`src/vim_pkg.sv`:
```
// shared constants of the vectored interrupt priority map
package vim_pkg;
  localparam int NUM_LEVELS = 27;
  localparam int LEVEL_W = 5;
  localparam int ADDR_W = 8;
  localparam int DATA_W = 32;
  // register byte offsets
  localparam logic [7:0] OFS_REQUEST = 8'h00;
  localparam logic [7:0] OFS_MASK = 8'h04;
  localparam logic [7:0] OFS_PRIO0 = 8'h08;
  localparam logic [7:0] OFS_PRIO1 = 8'h0c;
  localparam logic [7:0] OFS_CONTROL = 8'h10;
  localparam logic [7:0] OFS_VOLTAGE_LEVEL = 8'h14;
  localparam logic [7:0] OFS_STATUS = 8'h18;
  // field positions
  localparam int CTRL_GLOBAL_ENABLE = 0;
  localparam int CTRL_SERVICE0 = 1;
  localparam int CTRL_SERVICE1 = 2;
  localparam int VLR_DETECT_MODE = 7;
  localparam int OPT_WDT_INTERVAL = 7;
  localparam int ST_IRQ = 0;
  localparam int ST_BREAK = 1;
  localparam int ST_RESET = 2;
  localparam int ST_LEVEL_LSB = 8;
  localparam int ST_WDT_EN = 16;
  // reset values
  localparam logic [26:0] RST_REQUEST = 27'h0000000;
  localparam logic [26:0] RST_MASK = 27'h7ffffff;
  localparam logic [26:0] RST_PRIO = 27'h7ffffff;
  localparam logic [1:0] RST_ISP = 2'h3;
  localparam logic [1:0] ISP_NONE = 2'h3;
  localparam logic [7:0] ILLEGAL_OPCODE = 8'hff;
  // default levels of the sources, the first of each run
  localparam int LVL_WDT = 0;
  localparam int LVL_LVI = 1;
  localparam int LVL_PIN0 = 2;
  localparam int LVL_SER0_TX = 8;
  localparam int LVL_SER0_RX = 9;
  localparam int LVL_SER0_ERR = 10;
  localparam int LVL_SER1_TX = 11;
  localparam int LVL_SER1_RX = 12;
  localparam int LVL_TM3_UPPER = 13;
  localparam int LVL_TM0 = 14;
  localparam int LVL_AD = 18;
  localparam int LVL_IT = 19;
  localparam int LVL_KR = 20;
  localparam int LVL_TRJ = 21;
  localparam int LVL_CMP0 = 22;
  localparam int LVL_TRD0 = 24;
  localparam int LVL_FLASH = 26;
  // two-byte vector table entries
  localparam logic [15:0] VEC_RESET = 16'h0000;
  localparam logic [15:0] VEC_BREAK = 16'h007e;
  localparam logic [15:0] VEC_TABLE [NUM_LEVELS] = '{
    16'h0004, 16'h0006, 16'h0008, 16'h000a, 16'h000c, 16'h000e, 16'h0010,
    16'h0012, 16'h001e, 16'h0020, 16'h0022, 16'h0024, 16'h0026, 16'h0028,
    16'h002c, 16'h002e, 16'h0030, 16'h0032, 16'h0034, 16'h0038, 16'h003a,
    16'h0040, 16'h0052, 16'h0054, 16'h0056, 16'h0058, 16'h0062};
  typedef enum logic [2:0] {
    VIM_SEL_NONE = 3'b001,
    VIM_SEL_MASKABLE = 3'b010,
    VIM_SEL_BREAK = 3'b100
  } vim_sel_t;
endpackage

```
`src/vim_top.sv`:
```
// vectored interrupt source map, priority resolver and vector output
//
// Overview of operation
// - simultaneous requests resolved by priority group, then default level order
// - serial0 tx, clocked serial, two-wire share level 8
// - serial0 receive at level 9, vector 00020
// - serial0 error, timer1 upper share level 10
// - serial1 transmit at level 11, vector 00024
// - serial1 receive and error share level 12
// - timer3 upper byte at level 13, vector 00028
// - timer channels 0 to 3 at levels 14-17
// - conversion done at level 18, vector 00034
// - interval tick level 19, key return level 20
// - capture timers at levels 24 and 25
// - level 26 reserved for flash support request
// - break instruction vectors to 0007e, no level
// - every reset cause vectors to address 00000
// - opcode ff resets unless issued by emulator
// - detect mode bit picks voltage reset or interrupt
// - watchdog interval interrupt only when option bit set
// - acceptance gated by flag, mask, priority, enable, level
// - two priority bits choose one of four groups
// - break accepted while disabled, ignores priority
// - acknowledge clears the source request flag
// - vector entries are two-byte start addresses
//
// The strobed register port and the placing of the registers were left to the implementer.
`timescale 1ns/10ps
`default_nettype none
module vim_top #(
  parameter bit HAS_KEY_RETURN = 1'b1
) (
  input wire logic clk_i,
  input wire logic srst_i,
  input wire logic [7:0] addr_i,
  input wire logic [31:0] wdata_i,
  input wire logic wr_i,
  input wire logic rd_i,
  output logic [31:0] rdata_o,
  input wire logic [7:0] option_byte_i,
  input wire logic watchdog_interval_irq_i,
  input wire logic voltage_detect_i,
  input wire logic [5:0] pin_edge_irq_i,
  input wire logic serial0_tx_irq_i,
  input wire logic clocked_serial00_irq_i,
  input wire logic two_wire00_irq_i,
  input wire logic serial0_rx_irq_i,
  input wire logic serial0_rx_error_irq_i,
  input wire logic timer_ch1_upper_irq_i,
  input wire logic serial1_tx_irq_i,
  input wire logic serial1_rx_irq_i,
  input wire logic serial1_rx_error_irq_i,
  input wire logic timer_ch3_upper_irq_i,
  input wire logic [3:0] timer_ch_irq_i,
  input wire logic conversion_done_irq_i,
  input wire logic interval_tick_irq_i,
  input wire logic key_return_irq_i,
  input wire logic underflow_timer_irq_i,
  input wire logic [1:0] comparator_irq_i,
  input wire logic capture_timer0_irq_i,
  input wire logic capture_timer1_irq_i,
  input wire logic flash_support_irq_i,
  input wire logic break_instruction_i,
  input wire logic reset_pin_i,
  input wire logic power_on_reset_i,
  input wire logic watchdog_overflow_i,
  input wire logic opcode_exec_i,
  input wire logic [7:0] opcode_i,
  input wire logic emulator_i,
  input wire logic illegal_access_reset_i,
  input wire logic ram_parity_reset_i,
  input wire logic ack_i,
  output logic irq_req_o,
  output logic [15:0] vector_o,
  output logic reset_req_o
);
  localparam int N = vim_pkg::NUM_LEVELS;

  logic [N-1:0] req_flags;
  logic [N-1:0] mask_flag;
  logic [N-1:0] priority_bit0;
  logic [N-1:0] priority_bit1;
  logic global_enable_flag;
  logic in_service_level_bit0;
  logic in_service_level_bit1;
  logic detect_mode_bit;
  logic watchdog_interval_enable;
  logic strap_taken;
  logic break_pend;
  logic [4:0] sel_level;
  vim_pkg::vim_sel_t sel_kind;

  // best eligible level: lowest group value first, then lowest level
  function automatic logic [5:0] pick_level(input logic [26:0] elig,
      input logic [26:0] p0, input logic [26:0] p1);
    logic found;
    logic [1:0] best_grp;
    logic [4:0] best_lvl;
    found = 1'b0;
    best_grp = 2'h3;
    best_lvl = 5'h00;
    for (int l = N - 1; l >= 0; l--) begin
      if (elig[l] && (!found || {p1[l], p0[l]} <= best_grp)) begin
        found = 1'b1;
        best_grp = {p1[l], p0[l]};
        best_lvl = l[4:0];
      end
    end
    return {found, best_lvl};
  endfunction

  // --- register port decode ---
  wire wr_request = wr_i && (addr_i == vim_pkg::OFS_REQUEST);
  wire wr_mask = wr_i && (addr_i == vim_pkg::OFS_MASK);
  wire wr_prio0 = wr_i && (addr_i == vim_pkg::OFS_PRIO0);
  wire wr_prio1 = wr_i && (addr_i == vim_pkg::OFS_PRIO1);
  wire wr_control = wr_i && (addr_i == vim_pkg::OFS_CONTROL);
  wire wr_vlevel = wr_i && (addr_i == vim_pkg::OFS_VOLTAGE_LEVEL);

  // --- source map into request flags ---
  wire [N-1:0] set_ev;
  assign set_ev[vim_pkg::LVL_WDT] = watchdog_interval_irq_i &&
      watchdog_interval_enable;
  assign set_ev[vim_pkg::LVL_LVI] = voltage_detect_i &&
      !detect_mode_bit;
  assign set_ev[vim_pkg::LVL_PIN0 +: 6] = pin_edge_irq_i;
  assign set_ev[vim_pkg::LVL_SER0_TX] = serial0_tx_irq_i ||
      clocked_serial00_irq_i || two_wire00_irq_i;
  assign set_ev[vim_pkg::LVL_SER0_RX] = serial0_rx_irq_i;
  assign set_ev[vim_pkg::LVL_SER0_ERR] = serial0_rx_error_irq_i ||
      timer_ch1_upper_irq_i;
  assign set_ev[vim_pkg::LVL_SER1_TX] = serial1_tx_irq_i;
  assign set_ev[vim_pkg::LVL_SER1_RX] = serial1_rx_irq_i ||
      serial1_rx_error_irq_i;
  assign set_ev[vim_pkg::LVL_TM3_UPPER] = timer_ch3_upper_irq_i;
  assign set_ev[vim_pkg::LVL_TM0 +: 4] = timer_ch_irq_i;
  assign set_ev[vim_pkg::LVL_AD] = conversion_done_irq_i;
  assign set_ev[vim_pkg::LVL_IT] = interval_tick_irq_i;
  // smaller packages have no key-return pins, so the level never fires
  assign set_ev[vim_pkg::LVL_KR] = key_return_irq_i &&
      HAS_KEY_RETURN;
  assign set_ev[vim_pkg::LVL_TRJ] = underflow_timer_irq_i;
  assign set_ev[vim_pkg::LVL_CMP0 +: 2] = comparator_irq_i;
  assign set_ev[vim_pkg::LVL_TRD0] = capture_timer0_irq_i;
  assign set_ev[vim_pkg::LVL_TRD0 + 1] = capture_timer1_irq_i;
  assign set_ev[vim_pkg::LVL_FLASH] = flash_support_irq_i;

  // --- reset causes ---
  wire trap_ev = opcode_exec_i && (opcode_i == vim_pkg::ILLEGAL_OPCODE) &&
      !emulator_i;
  wire volt_reset_ev = voltage_detect_i && detect_mode_bit;
  wire any_reset_ev = reset_pin_i || power_on_reset_i || volt_reset_ev ||
      watchdog_overflow_i || trap_ev || illegal_access_reset_i ||
      ram_parity_reset_i;

  // --- acknowledge and flag update; an event beats any clear ---
  wire ack_maskable = ack_i && irq_req_o &&
      (sel_kind == vim_pkg::VIM_SEL_MASKABLE);
  wire ack_break = ack_i && irq_req_o && (sel_kind == vim_pkg::VIM_SEL_BREAK);
  wire [N-1:0] ack_clr = ack_maskable ? (N'(1) << sel_level) : '0;
  wire [N-1:0] kept = wr_request ? wdata_i[N-1:0] : (req_flags & ~ack_clr);
  wire [N-1:0] next_req_flags = kept | set_ev;
  wire next_break_pend = break_instruction_i ||
      (break_pend && !ack_break);

  // --- resolution ---
  wire [1:0] isp = {in_service_level_bit1, in_service_level_bit0};
  wire [N-1:0] grp_ok;
  genvar g;
  generate
    for (g = 0; g < N; g++) begin : g_grp
      // a group must beat the level in service; none in service takes all
      assign grp_ok[g] = (isp == vim_pkg::ISP_NONE) ||
          ({priority_bit1[g], priority_bit0[g]} < isp);
    end
  endgenerate
  wire [N-1:0] eligible = next_req_flags & ~mask_flag & grp_ok &
      {N{global_enable_flag}};
  wire [5:0] pick = pick_level(eligible, priority_bit0,
      priority_bit1);
  // break skips enable and priority, so it wins over maskable sources
  wire [2:0] next_kind = next_break_pend ? vim_pkg::VIM_SEL_BREAK :
      (pick[5] ? vim_pkg::VIM_SEL_MASKABLE :
      vim_pkg::VIM_SEL_NONE);
  wire [15:0] next_vector = any_reset_ev ? vim_pkg::VEC_RESET :
      (next_break_pend ? vim_pkg::VEC_BREAK :
      vim_pkg::VEC_TABLE[pick[4:0]]);
  wire next_irq = !any_reset_ev && (next_break_pend || pick[5]);

  // --- read mux ---
  wire [31:0] status_word = {15'h0000, watchdog_interval_enable, 3'h0,
      sel_level, 5'h00, reset_req_o, break_pend, irq_req_o};
  wire [31:0] next_rdata =
      !rd_i ? 32'h00000000 :
      (addr_i == vim_pkg::OFS_REQUEST) ? {5'h00, req_flags} :
      (addr_i == vim_pkg::OFS_MASK) ? {5'h00, mask_flag} :
      (addr_i == vim_pkg::OFS_PRIO0) ? {5'h00, priority_bit0} :
      (addr_i == vim_pkg::OFS_PRIO1) ? {5'h00, priority_bit1} :
      (addr_i == vim_pkg::OFS_CONTROL) ? {29'h00000000,
          in_service_level_bit1, in_service_level_bit0, global_enable_flag} :
      (addr_i == vim_pkg::OFS_VOLTAGE_LEVEL) ? {24'h000000,
          detect_mode_bit, 7'h00} :
      (addr_i == vim_pkg::OFS_STATUS) ? status_word : 32'h00000000;

  always_ff @(posedge clk_i) begin
    if (srst_i) begin
      req_flags <= vim_pkg::RST_REQUEST;
      break_pend <= 1'b0;
    end else begin
      req_flags <= next_req_flags;
      break_pend <= next_break_pend;
    end
  end

  always_ff @(posedge clk_i) begin
    if (srst_i) begin
      mask_flag <= vim_pkg::RST_MASK;
      priority_bit0 <= vim_pkg::RST_PRIO;
      priority_bit1 <= vim_pkg::RST_PRIO;
    end else begin
      if (wr_mask) mask_flag <= wdata_i[N-1:0];
      if (wr_prio0) priority_bit0 <= wdata_i[N-1:0];
      if (wr_prio1) priority_bit1 <= wdata_i[N-1:0];
    end
  end

  always_ff @(posedge clk_i) begin
    if (srst_i) begin
      global_enable_flag <= 1'b0;
      {in_service_level_bit1, in_service_level_bit0} <= vim_pkg::RST_ISP;
      detect_mode_bit <= 1'b0;
    end else begin
      if (wr_control) begin
        global_enable_flag <= wdata_i[vim_pkg::CTRL_GLOBAL_ENABLE];
        in_service_level_bit0 <= wdata_i[vim_pkg::CTRL_SERVICE0];
        in_service_level_bit1 <= wdata_i[vim_pkg::CTRL_SERVICE1];
      end
      if (wr_vlevel) detect_mode_bit <= wdata_i[vim_pkg::VLR_DETECT_MODE];
    end
  end

  // option byte is a strap: caught once, on the first edge after release
  always_ff @(posedge clk_i) begin
    if (srst_i) begin
      strap_taken <= 1'b0;
      watchdog_interval_enable <= 1'b0;
    end else if (!strap_taken) begin
      strap_taken <= 1'b1;
      watchdog_interval_enable <=
          option_byte_i[vim_pkg::OPT_WDT_INTERVAL];
    end
  end

  always_ff @(posedge clk_i) begin
    if (srst_i) begin
      irq_req_o <= 1'b0;
      vector_o <= vim_pkg::VEC_RESET;
      reset_req_o <= 1'b0;
      sel_level <= 5'h00;
      sel_kind <= vim_pkg::VIM_SEL_NONE;
      rdata_o <= 32'h00000000;
    end else begin
      irq_req_o <= next_irq;
      vector_o <= next_vector;
      reset_req_o <= any_reset_ev;
      sel_level <= pick[4:0];
      case (next_kind)
        vim_pkg::VIM_SEL_BREAK: sel_kind <= vim_pkg::VIM_SEL_BREAK;
        vim_pkg::VIM_SEL_MASKABLE: sel_kind <= vim_pkg::VIM_SEL_MASKABLE;
        default: sel_kind <= vim_pkg::VIM_SEL_NONE;
      endcase
      rdata_o <= next_rdata;
    end
  end

  // checks sample pre-edge values, so $past reads the cycle that decided
  wire sel_set = set_ev[sel_level];
  wire quiet_reset = !any_reset_ev;
  wire [1:0] pick_grp = {priority_bit1[pick[4:0]], priority_bit0[pick[4:0]]};
endmodule
`default_nettype wire

```
`config.mk`:
```
export PLATFORM = sky130hd
export DESIGN_NAME = vim_top
export DESIGN_NICKNAME = d
export VERILOG_FILES = /design/src/vim_pkg.sv /design/src/vim_top.sv
export SDC_FILE = /design/constraint.sdc
export NUM_CORES = 1
export LEC_CHECK = 0
export BUFFER_PORTS_ARGS = -buffer_cell sky130_fd_sc_hd__buf_2
export CORE_MARGIN = 2
export CORE_UTILIZATION = 25
export CTS_BUF_LIST = sky130_fd_sc_hd__clkbuf_2
export DETAILED_ROUTE_END_ITERATION = 6
export PLACE_DENSITY = 0.45
export SYNTH_ARGS = -nofsm -noshare
export SYNTH_HDL_FRONTEND = slang
export SYNTH_SLANG_ARGS = --single-unit
```
`constraint.sdc`:
```
create_clock -name clk_i -period 56.5 [get_ports clk_i]
set_clock_uncertainty 0.2 [all_clocks]
set_input_delay 14.125 -clock clk_i [delete_from_list [all_inputs] [get_ports clk_i]]
set_output_delay 14.125 -clock clk_i [all_outputs]
set_load 0.005 [all_outputs]
```
# Word level (Yosys, flattened, before mapping)
# Memory sizes are Yosys's and may differ from the RTL's.
# Index checks and enable logic that the tools add are counted.
# word_totals
mem_count	1
romBits	512
reg_bits	173
# classes
reduce_logical	142
n_shift	1
n_eq_ne	12
bitwise	9
mux	96
magnitude_cmp	54
# memory_table
memory	words	width	rd	rd_ports_with_merged_regs	write_ports	line_no	source
(no name shown)	32	16	1	0	0	vim_top.sv:187	vim_pkg::VEC_TABLE[pick[4:0]]);
# op_table
cell	n
2-to-1 mux 27 bit	6
2-to-1 mux 5 bit	27
AND 27 bit	4
logical OR 1 bit	65
less-than comparator 2 bit	27
2-to-1 mux 2 bit	27
NOT 27 bit	2
less-or-equal comparator 2 bit	26
2-to-1 mux 17 bit	3
logical AND 1 bit	42
2-to-1 mux 16 bit	2
logical NOT 1 bit	30
2-to-1 mux 1 bit	28
bitwise OR 27 bit	1
<< shifter 1 x 5 -> 27 bit (first input constant)	1
equality test 8 x 5 -> 1 bit (second input constant)	3
equality test 8 x 4 -> 1 bit (second input constant)	2
equality test 8 x 3 -> 1 bit (second input constant)	1
equality test 8 bit (second input constant)	1
logical NOT 8 bit	1
OR reduction 8 bit	1
2-to-1 mux 7 bit	1
equality test 3 x 2 -> 1 bit (second input constant)	2
equality test 3 bit (second input constant)	2
8 further kinds	9

# Depth between registers and ports, before layout
# depth
ltp_word	120
depth_mapped	209
mapped_depth_nobuf	205

# Worst setup path before layout
# No wires, ideal clock.
# synth_timing
kind	input to register
start	input port addr_i[4]
end	register vector_o[2]
slack_ps	12124
arrival_time_ps	44054
setup_time_ps	122
t_required_ps	56178
stages	173
cell_sequence	or4_1 -> buf_2 -> nor3_4 -> buf_4 -> a221o_1 -> nor2_1 -> ha_1 -> nor2b_1 -> o21ai_0 -> o21ai_0 -> o22ai_1 -> ha_1 -> a21oi_1 -> a21oi_1 -> o21a_1 -> nor2_1 -> o21a_1 -> ha_1 -> (+137 left out) -> o21a_1 -> ha_1 -> nor2b_1 -> o21ai_0 -> o21bai_1 -> nor2_1 -> a21o_1 -> ha_1 -> nor2b_1 -> o21ai_0 -> o21bai_1 -> o21ai_1 -> inv_1 -> ha_1 -> mux2_1 -> o21ai_1 -> a31o_1 -> a21oi_1
# synth_between
elab_chain_len	117
word_cells_on_any_way	195
cone_classes	26 x order compare; 83 x mux; 5 x bitwise; 80 x reduce/logical; 1 x memory
# synth_lines
element	line_no	source
start: declaration	vim_top.sv:35	input wire logic [7:0] addr_i,
logical NOT 8 bit *	vim_top.sv:113	wire wr_request = wr_i && (addr_i == vim_pkg::OFS_REQUEST);
logical AND 1 bit *	vim_top.sv:113	
2-to-1 mux 27 bit *	vim_top.sv:161	wire [N-1:0] kept = wr_request ? wdata_i[N-1:0] : (req_flags & ~ack_clr);
bitwise OR 27 bit *	vim_top.sv:162	wire [N-1:0] next_req_flags = kept | set_ev;
AND 27 bit * (3 in a row)	vim_top.sv:177	wire [N-1:0] eligible = next_req_flags & ~mask_flag & grp_ok &
2-to-1 mux 2 bit or 2-to-1 mux 1 bit (tied branches)	vim_top.sv:103	if (elig[l] && (!found || {p1[l], p0[l]} <= best_grp)) begin
less-or-equal comparator 2 bit or logical NOT 1 bit (tied branches)	vim_top.sv:103	
logical OR 1 bit	vim_top.sv:103	
(+99 left out)	-	
logical OR 1 bit	vim_top.sv:103	
logical AND 1 bit	vim_top.sv:103	
2-to-1 mux 5 bit *	vim_top.sv:103	
via pick[0]	vim_top.sv:179	wire [5:0] pick = pick_level(eligible, priority_bit0,
NOT 5 -> 6 bit (implied by the code) *	vim_top.sv:187	
memory read (32 x 16 bit) *	-	
2-to-1 mux 16 bit (implied by the code) * (2 in a row)	vim_top.sv:187	
2-to-1 mux 7 bit *	vim_top.sv:186	(next_break_pend ? vim_pkg::VEC_BREAK :
end signal: assignment	vim_top.sv:257	vector_o <= vim_pkg::VEC_RESET;
end signal: assignment	vim_top.sv:264	vector_o <= next_vector;
end: declaration	vim_top.sv:74	output logic [15:0] vector_o,
# Mark *: on every way through the listed nets, which the timed path passes. The rest lies on a longest branch. The select of a mux whose other input is x is not followed.
# A chain may end at the register's enable or synchronous reset.

# Final worst setup path
# layout_timing
start	input port addr_i[2]
end	register vector_o[3]
# The elaborated chain is that of the path after synthesis.

==> run metrics <==
fmax=between 15 and 20 MHz; Post-CTS Resized=0; die area=45900 um2; share of cells above drive strength 1=between 15 and 20%; DIE HEIGHT=214 um; dpl hpwl=32000 um; Starting Density=roughly a quarter; CTS tree=yes; busiest grt layer=met2; Area Overhead vs Synth=13.0%; clock slew at reported path FFs=between 0.2 and 0.3 ns; Critical Path AT=50.99 ns; Post-DRT Antenna Nets=0; status=finished, final reports clean; clk buf depth=2; most common cell after layout, fill and taps aside=nand2_1; CTS buffer count=17; Reg area=roughly 3100 um2; Slowest Stage Delay on Critical Path=0.81 ns; setup bufs post-CTS=0; most frequent CP cell=a21oi_1; critical path's top delay family=compound AO/OA/AOI/OAI gates; r2r endpoint=vector_o[3]$_SDFF_PP0_; Distinct cells, synth=100; total gr overflow=0; critical path fanouts, max=35; Crit path buffers/inverters=12; Leak=5.44 nW; Clock Sink Count=157; grt met2 use=roughly 33%; startpoint types=input port; Cell Rows=77; # setup viols final=0; Crit. End Element=register; vias in the first global route=11000; largest net degree at the start of global routing=90; core footprint=between 40000 and 50000 um2; Max Cap Viol=0; Root Buffer=clkbuf_2; Place WS=roughly 5.7 ns; Register-to-Register Path Depth=approximately 170; First-pass DRT Iterations=7; PD cells=16.3 nW/um2; Post-Route WL=around 45000 um; DR WL/cell=between 20 and 25 um; FF-to-FF setup slack=between 15 and 20 ns; Synth Flop Type=dfxtp_1; CP Launch Point=addr_i[2]; FF+latch count, synth=157; final hold viol count=0; Hold Crit Depth=2; Max Transition Viols Final=0; Async SR Flop Fraction=0%; final worst setup slack=between 6 and 7 ns; post-synthesis sequential area ratio=between 20 and 30%; Vias=approximately 11000; post-route cell area=approximately 12000 um2; Remaining DRCs=0; RSZ-0062 raised after global routing=false; Post-synth EDFFs=0; initial antenna violation count=3; Worst slew margin=a little over a quarter; worst r2r src=irq_req_o$_SDFF_PP0_; global-route wire length before repair=roughly 68000 um; yosys synthesis warning count=0; grt met1 use=about a quarter; Post-Syn Instances=1441; die width=approximately 210 um; FILL cells=between 4000 and 5000; period utilisation layout=a little under 90%; IO Pins=150; GRT Util Overall=19.6%; input/output buffers=about 120; H-tree levels=4; CTS Hold Bufs=0; placed cell area=~12000 um2; worst min-delay path class=register to register; mean area per synthesized cell=about 7.7 um2; Worst Tran Pin Value=~1.1 ns; area of the multi-input gates=between 7000 and 8000 um2; post-layout min period=50.46 ns; via/cell ratio=5.28; GR Util met3=just over 4%; hold_sp=priority_bit0[25]$_SDFFE_PP1P_; gpl congestion=roughly 0.9; Layout Nets=1716; post-route setup TNS=0 ns; clk_lat worst skew=0.84 ns; Hold EP=rdata_o[25]$_SDFF_PP0_; Crit path required time=roughly 57 ns; commonest non-fill, non-tap cells in the layout=nand2_1 (209), dfxtp_1 (157), buf_2 (122); worst hold margin=around 0.3 ns; Netlist Area Pre-Place=11000 um2; critical path's slowest cell=a221oi_1; First DRT Iteration DRCs=901; maximum VDD drop=approximately 0.00001 V; Setup CP Type=input port to register
[sequential cells by signal, indices dropped and copies added, names as in the netlist]
register                  flops
watchdog_interval_enable      1
in_service_level_bit1         1
vector_o                      6
break_pend                    1
sel_kind                      2
mask_flag                    27
detect_mode_bit               1
strap_taken                   1
reset_req_o                   1
irq_req_o                     1
in_service_level_bit0         1
rdata_o                      27
req_flags                    27
sel_level                     5
global_enable_flag            1
priority_bit1                27
priority_bit0                27
[layer usage]
layer  share of wire (%)  wire [um]  vias to the layer above
met5               0.024         11                        -
met4                 3.1       1430                        2
met3                 6.3       2850                       76
met2                  46      21000                      404
met1                  44      20200                     5409
li1                    -          -                     5398
[synthesized netlist by cell type (8+ instances only)]
cell type | number | area share (%)
nor2_1 | 105 | 3.6
o21bai_1 | 16 | 1.1
o211ai_1 | 56 | 3.8
a211oi_1 | 8 | 0.54
ha_1 | 86 | 9.7
nand2_1 | 210 | 7.1
o21a_1 | 9 | 0.61
nor2b_1 | 13 | 0.74
or2_2 | 8 | 0.45
nand4b_1 | 11 | 0.87
mux2i_1 | 19 | 1.7
a221oi_1 | 24 | 1.9
o21ai_0 | 81 | 3.7
nand2b_1 | 8 | 0.45
buf_4 | 18 | 1.2
clkbuf_1 | 55 | 1.9
dfxtp_1 | 157 | 28
nor3_1 | 15 | 0.68
nand3_1 | 64 | 2.9
and2_1 | 36 | 2.0
a22oi_1 | 21 | 1.4
nand4_1 | 18 | 1.0
o21ai_1 | 12 | 0.54
o31ai_1 | 18 | 1.2
a21o_1 | 10 | 0.68
a21oi_1 | 107 | 4.8
nor3b_1 | 13 | 0.88
inv_1 | 91 | 3.1
a31oi_1 | 10 | 0.57
[worst min-delay path: cells and delay by family, from the launching register on]
family	cells	cell delay, ns
compound gates	1	0.06
flops	1	0.38
simple gates	1	0.06
[metrics by stage]
step           instances  power [mW]  utilization (%)
4_1_cts             2135       0.205             28.4
3_5_place_dp        2103       0.132             27.8
2_1_floorplan       1455       0.124                -
6_report            2137       0.203             28.4
3_3_place_gp        2103       0.132             27.8
5_1_grt             2137       0.211             28.4
[power by group]
group / internal [mW] / switching, mW
Clock: 0.0250 / 0.0475
Sequential: 0.113 / 0.00140
Combinational: 0.00557 / 0.0107
Total: 0.143 / 0.0596
[layout make-up]
class | instances | share of cell area, %
antenna | 2 | 0.0401
inverter | 93 | 2.81
multi-input combinational | 1117 | 57.8
sequential | 157 | 25.2
tap | 592 | 5.93
clock buffer | 18 | 0.722
clock inverter | 14 | 1.35
timing repair buffer | 144 | 6.21
[logic make-up (layout without fill, tap and decap cells)]
group | count (synthesis) | in the layout | synth area share (%)
AND/OR/NAND/NOR | 544 | 544 | 24.4
AO/OA/AOI/OAI | 448 | 448 | 28.2
buffers and inverters | 181 | 269 | 7.03
flip-flops | 157 | 157 | 28.5
adder cells (fa/ha/maj) | 86 | 86 | 9.74
multiplexers | 24 | 24 | 2.23
other | 1 | 17 | 0.0339
[how the worst max path moves through the flow]
stage,slack (ns),to,cells past startpoint
2_1_floorplan,12.12,vector_o[2]$_SDFF_PP0_,173
3_3_place_gp,5.96,vector_o[3]$_SDFF_PP0_,169
3_5_place_dp,5.74,vector_o[3]$_SDFF_PP0_,175
4_1_cts,6.63,vector_o[3]$_SDFF_PP0_,177
5_1_grt,2.83,vector_o[3]$_SDFF_PP0_,177
6_report,6.04,vector_o[3]$_SDFF_PP0_,175
No activity file was read; power rests on OpenSTA's default activity.
